## config.mk

```make
export PLATFORM = sky130hd
export DESIGN_NAME = card_control_and_channel_enable
export DESIGN_NICKNAME = d
export VERILOG_FILES = /design/src/rtl/card_ctrl_pkg.sv /design/src/rtl/card_control_and_channel_enable.sv /design/src/rtl/count_ones.sv
export SDC_FILE = /design/constraint.sdc
export NUM_CORES = 1
export LEC_CHECK = 0
export CAP_MARGIN = 15
export CORE_ASPECT_RATIO = 1.75
export CORE_MARGIN = 2
export CORE_UTILIZATION = 35
export CTS_BUF_LIST = sky130_fd_sc_hd__clkbuf_8
export CTS_CLUSTER_DIAMETER = 50
export CTS_CLUSTER_SIZE = 25
export DETAILED_ROUTE_END_ITERATION = 10
export DONT_BUFFER_PORTS = 1
export PLACE_DENSITY = 0.53
export SYNTH_ARGS = -nofsm -noshare
export SYNTH_HDL_FRONTEND = slang
export SYNTH_SLANG_ARGS = --single-unit
```

## constraint.sdc

```tcl
create_clock -name clk -period 5.45 [get_ports clk]
set_input_delay 0.8175 -clock clk [delete_from_list [all_inputs] [get_ports clk]]
set_output_delay 0.8175 -clock clk [all_outputs]
set_load 0.05 [all_outputs]
```

## src/rtl/card_ctrl_pkg.sv

```systemverilog
// shared constants and types of the card control register group
//
// Functional notes
// - read-only customisation register flags custom base, front-end and hub changes
// - only customised cards report a non-zero code; standard cards read zero
// - bits 7..0 hold the base card modification code
// - bits 15..8 hold the front-end module modification code
// - bits 23..16 hold the hub module modification code
// - write-only command register carries board commands
// - writing the reset command resets the whole board
// - commanded reset acts exactly like the power-on reset
// - after commanded reset every setting returns to its default
// - commanded reset marks on-board sample memory contents invalid
// - commanded reset disables trigger output, clock output and all outputs
// - readable, writable channel mask with one bit per channel, up to 32
// - channel mask is 64 bits wide; bits above 32 stay zero
// - only masks for channels 0-7, 0-15 or 0-31 are accepted
// - any other mask is rejected with an error, stored mask unchanged
// - reading the mask returns the accepted value, even right after writing
// - samples are packed into memory words at the enabled data width

package card_ctrl_pkg;

   // register indices; byte address is four times the index
   localparam logic [15:0] IDX_BOARD_COMMAND = 16'h0064;
   localparam logic [15:0] IDX_CUSTOM_MOD    = 16'h0c3a;
   localparam logic [15:0] IDX_CHAN_MASK_LO  = 16'h2af8;
   localparam logic [15:0] IDX_CHAN_MASK_HI  = 16'h2af9;
   localparam logic [15:0] IDX_CHAN_COUNT    = 16'h2b00;
   localparam logic [15:0] IDX_IRQ_STATUS    = 16'h0200;
   localparam logic [15:0] IDX_IRQ_ENABLE    = 16'h0201;
   localparam logic [15:0] IDX_IRQ_CLEAR     = 16'h0202;
   localparam logic [15:0] IDX_OUT_CTRL      = 16'h0203;
   localparam logic [15:0] IDX_BOARD_STATUS  = 16'h0204;

   localparam logic [15:0] ADDR_BOARD_COMMAND = {IDX_BOARD_COMMAND[13:0], 2'b00};
   localparam logic [15:0] ADDR_CUSTOM_MOD    = {IDX_CUSTOM_MOD[13:0], 2'b00};
   localparam logic [15:0] ADDR_CHAN_MASK_LO  = {IDX_CHAN_MASK_LO[13:0], 2'b00};
   localparam logic [15:0] ADDR_CHAN_MASK_HI  = {IDX_CHAN_MASK_HI[13:0], 2'b00};
   localparam logic [15:0] ADDR_CHAN_COUNT    = {IDX_CHAN_COUNT[13:0], 2'b00};
   localparam logic [15:0] ADDR_IRQ_STATUS    = {IDX_IRQ_STATUS[13:0], 2'b00};
   localparam logic [15:0] ADDR_IRQ_ENABLE    = {IDX_IRQ_ENABLE[13:0], 2'b00};
   localparam logic [15:0] ADDR_IRQ_CLEAR     = {IDX_IRQ_CLEAR[13:0], 2'b00};
   localparam logic [15:0] ADDR_OUT_CTRL      = {IDX_OUT_CTRL[13:0], 2'b00};
   localparam logic [15:0] ADDR_BOARD_STATUS  = {IDX_BOARD_STATUS[13:0], 2'b00};

   // commands
   localparam logic [31:0] CMD_BOARD_RESET = 32'h0000_0001;

   // legal channel masks
   localparam logic [31:0] MASK_8CH   = 32'h0000_00ff;
   localparam logic [31:0] MASK_16CH  = 32'h0000_ffff;
   localparam logic [31:0] MASK_32CH  = 32'hffff_ffff;
   localparam logic [31:0] CHAN_MASK_RESET = MASK_32CH;

   // customisation field positions
   localparam int unsigned MOD_W     = 8;
   localparam int unsigned BASE_LSB  = 0;
   localparam int unsigned FRONT_LSB = 8;
   localparam int unsigned HUB_LSB   = 16;

   // interrupt bits
   localparam int unsigned IRQ_W           = 3;
   localparam int unsigned IRQ_BAD_MASK    = 0;
   localparam int unsigned IRQ_BAD_CMD     = 1;
   localparam int unsigned IRQ_WORD_PACKED = 2;
   localparam logic [2:0]  IRQ_RESET       = 3'h0;

   // output control and board status bits
   localparam int unsigned OUT_TRIG_BIT    = 0;
   localparam int unsigned OUT_CLK_BIT     = 1;
   localparam logic [1:0]  OUT_CTRL_RESET  = 2'h0;
   localparam int unsigned STAT_MEM_VALID  = 0;

   // sample width selected by the mask
   typedef enum logic [1:0] {
      WIDTH_8  = 2'b00,
      WIDTH_16 = 2'b01,
      WIDTH_32 = 2'b11
   } width_t;

   typedef struct packed {
      logic        psel;
      logic        penable;
      logic        pwrite;
      logic [15:0] paddr;
      logic [31:0] pwdata;
   } apb_req_t;

   typedef struct packed {
      logic        pready;
      logic [31:0] prdata;
      logic        pslverr;
   } apb_rsp_t;

   typedef struct packed {
      logic        we;
      logic [63:0] data;
   } pack_word_t;

endpackage : card_ctrl_pkg

```

## src/rtl/card_control_and_channel_enable.sv

```systemverilog
// card control, customisation info and channel enable registers over apb
//
// The implementer's own choice: the APB register port.
`timescale 1ns/1ps
module card_control_and_channel_enable #(
   parameter logic [7:0]  BASE_MOD  = 8'h00,
   parameter logic [7:0]  FRONT_MOD = 8'h00,
   parameter logic [7:0]  HUB_MOD   = 8'h00,
   parameter int unsigned NUM_CH    = 32
) (
   // clock, reset, enable
   input  wire logic                      clk,
   input  wire logic                      rst_n,
   input  wire logic                      ce,
   // register bus
   input  wire card_ctrl_pkg::apb_req_t   apb_req,
   output card_ctrl_pkg::apb_rsp_t        apb_rsp,
   // acquired samples, same clock
   input  wire logic [31:0]               sample_in,
   input  wire logic                      sample_valid,
   // packed memory words
   output card_ctrl_pkg::pack_word_t      pack_out,
   output logic                           mem_data_valid,
   // board outputs and interrupt
   output logic                           trig_out_en,
   output logic                           clk_out_en,
   output logic [31:0]                    chan_mask,
   output logic                           irq
);

   ////////////////////////////////////////////////////////////////////////////
   // commanded reset

   logic soft_rst;
   logic rst_all;

   // same path as power-on reset, so nothing can survive it
   assign rst_all = !rst_n || (soft_rst && ce);

   ////////////////////////////////////////////////////////////////////////////
   // bus decode

   logic        access;
   logic        take;
   logic        wr;
   logic [15:0] addr;
   logic [31:0] wdata;
   logic [31:0] next_rdata;
   logic        next_err;
   logic        mask_ok;
   logic [5:0]  chan_count;
   logic [2:0]  irq_status;
   logic [2:0]  irq_enable;
   logic [1:0]  out_ctrl;
   logic [31:0] custom_word;

   assign access = apb_req.psel && apb_req.penable;
   assign take   = access && apb_rsp.pready;
   assign wr     = take && apb_req.pwrite && !apb_rsp.pslverr;
   assign addr   = apb_req.paddr;
   assign wdata  = apb_req.pwdata;

   // standard cards carry zero codes by default
   assign custom_word = {8'h00, HUB_MOD, FRONT_MOD, BASE_MOD};

   assign mask_ok = (wdata == card_ctrl_pkg::MASK_8CH)
                 || (wdata == card_ctrl_pkg::MASK_16CH)
                 || (wdata == card_ctrl_pkg::MASK_32CH);

   always_comb begin
      next_rdata = 32'h0000_0000;
      next_err   = 1'b0;
      case (addr)
         card_ctrl_pkg::ADDR_CUSTOM_MOD: begin
            next_rdata = custom_word;
            next_err   = apb_req.pwrite;
         end
         card_ctrl_pkg::ADDR_BOARD_COMMAND: begin
            // write-only: reads return zero
            next_err = apb_req.pwrite && (wdata != card_ctrl_pkg::CMD_BOARD_RESET);
         end
         card_ctrl_pkg::ADDR_CHAN_MASK_LO: begin
            next_rdata = chan_mask;
            next_err   = apb_req.pwrite && !mask_ok;
         end
         card_ctrl_pkg::ADDR_CHAN_MASK_HI: begin
            next_rdata = 32'h0000_0000;
            next_err   = apb_req.pwrite && (wdata != 32'h0000_0000);
         end
         card_ctrl_pkg::ADDR_CHAN_COUNT: begin
            next_rdata = {26'h0, chan_count};
            next_err   = apb_req.pwrite;
         end
         card_ctrl_pkg::ADDR_IRQ_STATUS: begin
            next_rdata = {29'h0, irq_status};
            next_err   = apb_req.pwrite;
         end
         card_ctrl_pkg::ADDR_IRQ_ENABLE: begin
            next_rdata = {29'h0, irq_enable};
         end
         card_ctrl_pkg::ADDR_IRQ_CLEAR: begin
            next_rdata = 32'h0000_0000;
         end
         card_ctrl_pkg::ADDR_OUT_CTRL: begin
            next_rdata = {30'h0, out_ctrl};
         end
         card_ctrl_pkg::ADDR_BOARD_STATUS: begin
            next_rdata = {31'h0, mem_data_valid};
            next_err   = apb_req.pwrite;
         end
         default: begin
            next_err = 1'b1;
         end
      endcase
   end

   // one wait state: answer registered the cycle after access begins
   always_ff @(posedge clk) begin
      if (rst_all) begin
         apb_rsp <= '0;
      end else if (ce) begin
         apb_rsp.pready  <= access && !apb_rsp.pready;
         apb_rsp.prdata  <= (access && !apb_rsp.pready) ? next_rdata : 32'h0000_0000;
         apb_rsp.pslverr <= access && !apb_rsp.pready && next_err;
      end
   end

   ////////////////////////////////////////////////////////////////////////////
   // command register

   logic cmd_reset_wr;
   logic cmd_bad_wr;

   assign cmd_reset_wr = wr && (addr == card_ctrl_pkg::ADDR_BOARD_COMMAND)
                      && (wdata == card_ctrl_pkg::CMD_BOARD_RESET);
   assign cmd_bad_wr   = take && apb_req.pwrite && apb_rsp.pslverr
                      && (addr == card_ctrl_pkg::ADDR_BOARD_COMMAND);

   // soft_rst itself only clears on power-on reset or after acting
   always_ff @(posedge clk) begin
      if (!rst_n) begin
         soft_rst <= 1'b0;
      end else if (ce) begin
         soft_rst <= cmd_reset_wr;
      end
   end

   ////////////////////////////////////////////////////////////////////////////
   // channel enable mask and width

   logic   mask_wr;
   logic   mask_bad_wr;
   // width follows the accepted mask; other masks can never be stored
   card_ctrl_pkg::width_t width;

   assign mask_wr     = wr && (addr == card_ctrl_pkg::ADDR_CHAN_MASK_LO);
   assign mask_bad_wr = take && apb_req.pwrite && apb_rsp.pslverr
                     && (addr == card_ctrl_pkg::ADDR_CHAN_MASK_LO);

   always_ff @(posedge clk) begin
      if (rst_all) begin
         chan_mask <= card_ctrl_pkg::CHAN_MASK_RESET;
      end else if (ce && mask_wr) begin
         chan_mask <= wdata;
      end
   end

   always_comb begin
      case (chan_mask)
         card_ctrl_pkg::MASK_8CH:  width = card_ctrl_pkg::WIDTH_8;
         card_ctrl_pkg::MASK_16CH: width = card_ctrl_pkg::WIDTH_16;
         default:                  width = card_ctrl_pkg::WIDTH_32;
      endcase
   end

   count_ones #(
      .W  (NUM_CH),
      .CW (6)
   ) u_count (
      .bits  (chan_mask),
      .count (chan_count)
   );

   ////////////////////////////////////////////////////////////////////////////
   // sample packing

   logic [63:0] next_acc;
   logic [63:0] acc;
   logic [2:0]  slot;
   logic        last;

   always_comb begin
      case (width)
         card_ctrl_pkg::WIDTH_8: begin
            next_acc = {sample_in[7:0], acc[63:8]};
            last     = (slot == 3'h7);
         end
         card_ctrl_pkg::WIDTH_16: begin
            next_acc = {sample_in[15:0], acc[63:16]};
            last     = (slot == 3'h3);
         end
         default: begin
            next_acc = {sample_in, acc[63:32]};
            last     = (slot == 3'h1);
         end
      endcase
   end

   // a mask change restarts the word so widths never mix
   always_ff @(posedge clk) begin
      if (rst_all || (ce && mask_wr)) begin
         acc      <= 64'h0000_0000_0000_0000;
         slot     <= 3'h0;
         pack_out <= '0;
      end else if (ce) begin
         pack_out.we <= sample_valid && last;
         if (sample_valid) begin
            acc  <= next_acc;
            slot <= last ? 3'h0 : slot + 3'h1;
            if (last) begin
               pack_out.data <= next_acc;
            end
         end
      end
   end

   // memory holds valid data once a word was stored
   always_ff @(posedge clk) begin
      if (rst_all) begin
         mem_data_valid <= 1'b0;
      end else if (ce && pack_out.we) begin
         mem_data_valid <= 1'b1;
      end
   end

   ////////////////////////////////////////////////////////////////////////////
   // output control

   always_ff @(posedge clk) begin
      if (rst_all) begin
         out_ctrl <= card_ctrl_pkg::OUT_CTRL_RESET;
      end else if (ce && wr && addr == card_ctrl_pkg::ADDR_OUT_CTRL) begin
         out_ctrl <= wdata[1:0];
      end
   end

   always_ff @(posedge clk) begin
      if (rst_all) begin
         trig_out_en <= 1'b0;
         clk_out_en  <= 1'b0;
      end else if (ce) begin
         trig_out_en <= out_ctrl[card_ctrl_pkg::OUT_TRIG_BIT];
         clk_out_en  <= out_ctrl[card_ctrl_pkg::OUT_CLK_BIT];
      end
   end

   ////////////////////////////////////////////////////////////////////////////
   // interrupts

   logic [2:0] events;
   logic [2:0] clr_bits;
   logic [2:0] next_status;
   logic [2:0] next_enable;

   assign events = {pack_out.we, cmd_bad_wr, mask_bad_wr};
   assign clr_bits = (wr && addr == card_ctrl_pkg::ADDR_IRQ_CLEAR) ? wdata[2:0] : 3'h0;
   assign next_enable = (wr && addr == card_ctrl_pkg::ADDR_IRQ_ENABLE) ? wdata[2:0] : irq_enable;

   // set wins over a clear in the same cycle
   assign next_status = (irq_status & ~clr_bits) | events;

   always_ff @(posedge clk) begin
      if (rst_all) begin
         irq_status <= card_ctrl_pkg::IRQ_RESET;
         irq_enable <= card_ctrl_pkg::IRQ_RESET;
         irq        <= 1'b0;
      end else if (ce) begin
         irq_status <= next_status;
         irq_enable <= next_enable;
         irq        <= |(next_status & next_enable);
      end
   end
endmodule : card_control_and_channel_enable

```

## src/rtl/count_ones.sv

```systemverilog
// population count of a bit vector
`timescale 1ns/1ps
module count_ones #(
   parameter int unsigned W  = 32,
   parameter int unsigned CW = 6
) (
   // operand
   input  wire logic [W-1:0]  bits,
   // result
   output logic      [CW-1:0] count
);

   always_comb begin
      count = '0;
      for (int i = 0; i < W; i++) begin
         count = count + CW'(bits[i]);
      end
   end

endmodule : count_ones

```

==> results by group <==
Outcome
  – Status: finished clean

Die
  – Initial Util: 0.354
  – Core area: 27,900 um2
  – # IOs: 222
  – Die area: approximately 30,000 um2
  – Row cnt: 81
  – Die height: 226 um
  – Die width: approximately 130 um

CTS
  – CTS buffer count: 18
  – Root Driver: clkbuf_8
  – Clock Latency Late Sink: 570 ps
  – Clock Tree Buf Depth: 3
  – Number of clock sinks: slightly above 200
  – Post-CTS Setup Repair Bufs: 0
  – Htree depth: 1
  – CTS clk-pin slew, worst paths: 120 ps
  – CTS tree: done

Final layout
  – Layout Nets: 1,172
  – Share of cells above drive strength 1: 0.0874
  – Finished Cell Area: 10,700 um2
  – Area Overhead vs Synth: 8.15%
  – Core Util, Final: 0.383
  – Diodes inserted: 0
  – Fillers: 2,876

Worst setup path
  – Max Fanout on Critical Path: 2
  – CP endpoint kind: register
  – Worst Path Arrival: about 5700 ps
  – CP Data Required Time: 5910 ps
  – Startpoint Class: register
  – Crit Path Category: reg2reg

STA
  – Setup Skew: 49.4 ps
  – Setup violators final: 0
  – Final worst slack: 249 ps
  – Fin crit share: 0.954
  – Fin. Hold Viols: 0
  – Setup tns final: 0 ps
  – RSZ-0062 raised after global routing: no
  – Minimum clock period: between 5000 and 6000 ps
  – Slew HR: 0.263
  – Max Slew Vio Count: 0
  – Worst-margin pin slew: 1110 ps
  – Peak Freq: 192 MHz

Pwr
  – PnR Total Power: ~0.003 W
  – Leakage: 4.42 nW
  – Power per cell area: about 280 nW/um2
  – Worst VDD drop: 0.215 mV

Synthesis
  – Yosys cell types: 63
  – Top post-synthesis cells by count: dfxtp_1, nand2_1, a221oi_1, clkbuf_1, inv_1
  – Area of the mapped netlist: 9860 um2
  – YS warnings: 0
  – Top cell type's share of synthesized area: 0.412
  – Async S/R FF share, synth: 0
  – Seq/Total Area, Yosys: 0.412
  – Synth Instances: 1,090
  – Synth Register Bits: 203
  – Post-synth EDFFs: 0
  – Syn nets: between 1k and 1.5k
  – Top cells by area, synth: dfxtp_1, nand2_1, o221a_1, a221oi_1, fa_1
  – Synth area leader: dfxtp_1
  – Synth Flop Type: dfxtp_1
  – Synth Area per Inst: 9.05 um2
  – Leading cell type by number of instances after synthesis: dfxtp_1

Placement
  – Dpl hpwl: 24,700 um
  – Dpl cell area: 10,200 um2
  – GPL Wtd Cong: about 0.84
  – IO Port Bufs: 0
  – Pre-CTS setup slack: 197 ps

Drt
  – TritonRoute pass-1 iters: 5
  – DR vias/cell: between 5 and 6
  – Post-detailed-route wirelength per cell: 23.4 um
  – DRC Markers: 0
  – Post-Route WL: 33,700 um
  – Via count: approximately 8.4k
  – Antenna Nets Post-Route: 0
  – First-iteration detailed-routing DRC count: 458

Global route
  – Vias in the first global route: 8,272
  – Grt total ovfl: 0
  – GRT Total Usage: 0.224
  – Largest net degree at the start of global routing: 103
  – Initial antenna violation count: 0
  – First-pass GRT wire length: 49,900 um

Hold path
  – HP Class: in2reg

Run
  – # Max-Cap Violations: 0
==> worst paths after layout <==
kind	slack [ps]	cells past startpoint	end	start
setup / recovery	250	16	apb_rsp[5]$_SDFFE_PP0P_	chan_mask[0]$_SDFFE_PP1P_
hold / removal	350	1	irq_status[1]$_SDFFE_PP0P_	ce
setup reg to reg	250	16	apb_rsp[5]$_SDFFE_PP0P_	chan_mask[0]$_SDFFE_PP1P_
hold reg to reg	480	2	irq_enable[1]$_SDFFE_PP0P_	irq_enable[1]$_SDFFE_PP0P_
==> report_power, final <==
group          switching (W)  internal (W)  leakage (nW)
logic               0.000121     0.0000693          2.55
registers          0.0000995       0.00153          1.65
clock network       0.000638      0.000482         0.226
total               0.000859       0.00208          4.42
==> stage by stage <==
stage               hold WS, ps  instances
floorplan                   442       1090
global placement            458       1405
detailed placement          466       1405
CTS                         299       1437
global route                312       1437
finish                      346       1437
==> routing by layer <==
metal	track usage	vias up	wire, um
li1	-	3948	-
met1	0.226	4098	11500
met2	0.434	295	18700
met3	0.0419	41	1990
met4	0.0957	0	1430
met5	0	-	0
==> flip-flops by register name (all words and copies together) (netlist names), 2 cells and up <==
name / cells
acc: 56
apb_rsp: 34
chan_mask: 32
irq_enable: 3
irq_status: 3
out_ctrl: 2
pack_out: 65
slot: 3
==> critical path, cell delays in order (launching register included) <==
cell	delay (ps)
dfxtp_1	330
ha_1	280
inv_1	80
fa_1	450
fa_1	520
fa_1	540
fa_1	440
fa_1	560
fa_1	440
fa_2	370
fa_1	410
inv_1	70
a21o_1	110
a21oi_1	70
xnor2_1	150
o22ai_1	90
a22o_1	200
==> cell families after synthesis <==
kind of cell,synth area share
and+or+nand+nor,0.198
DFF,0.412
adders and majority gates,0.0601
AOI/OAI and AO/OA,0.251
buffers and inverters,0.0645
muxes,0.0104
xor gates and xnor gates,0.00355
==> placed cells by master, fill, tap and decap left out, types with 3 or more instances in the layout <==
| cell type | count |
|---|---|
| or4_1 | 6 |
| ha_1 | 9 |
| a221oi_1 | 63 |
| inv_1 | 63 |
| o211ai_1 | 42 |
| nand4_1 | 35 |
| nor4_1 | 10 |
| and3_2 | 3 |
| nor3_1 | 11 |
| nor2_1 | 49 |
| and4_1 | 4 |
| nor4bb_1 | 3 |
| nand2b_1 | 4 |
| nor2b_1 | 31 |
| mux2i_1 | 8 |
| o211a_1 | 48 |
| nand2_1 | 176 |
| xnor2_1 | 3 |
| nand4b_1 | 6 |
| nand3_1 | 28 |
| fa_1 | 23 |
| o221a_2 | 6 |
| a21oi_1 | 46 |
| nor4b_1 | 3 |
| nand3b_1 | 3 |
| o22ai_1 | 3 |
| or3_1 | 4 |
| a21boi_0 | 4 |
| dfxtp_1 | 203 |
| o221a_1 | 50 |
| a22o_1 | 6 |
| buf_4 | 35 |
| o21ai_0 | 7 |
| clkbuf_8 | 20 |
==> cell type report <==
class / instances / area [um2] / area share
flip-flops and latches: 203 / 4060 / 0.381
well taps: 373 / 467 / 0.0438
multi-input cells: 731 / 5180 / 0.486
clock buffers: 20 / 275 / 0.0258
clock inverters: 12 / 178 / 0.0167
inverters: 63 / 236 / 0.0222
repair buffers: 35 / 263 / 0.0246
==> repair_timing <==
| action | CTS | global route |
|---|---|---|
| setup endpoints to repair | 0 | 1 |
| hold buffers | 0 | 0 |
| gates resized for setup | 0 | 1 |
Note: power is estimated with default switching activity, not from simulation.
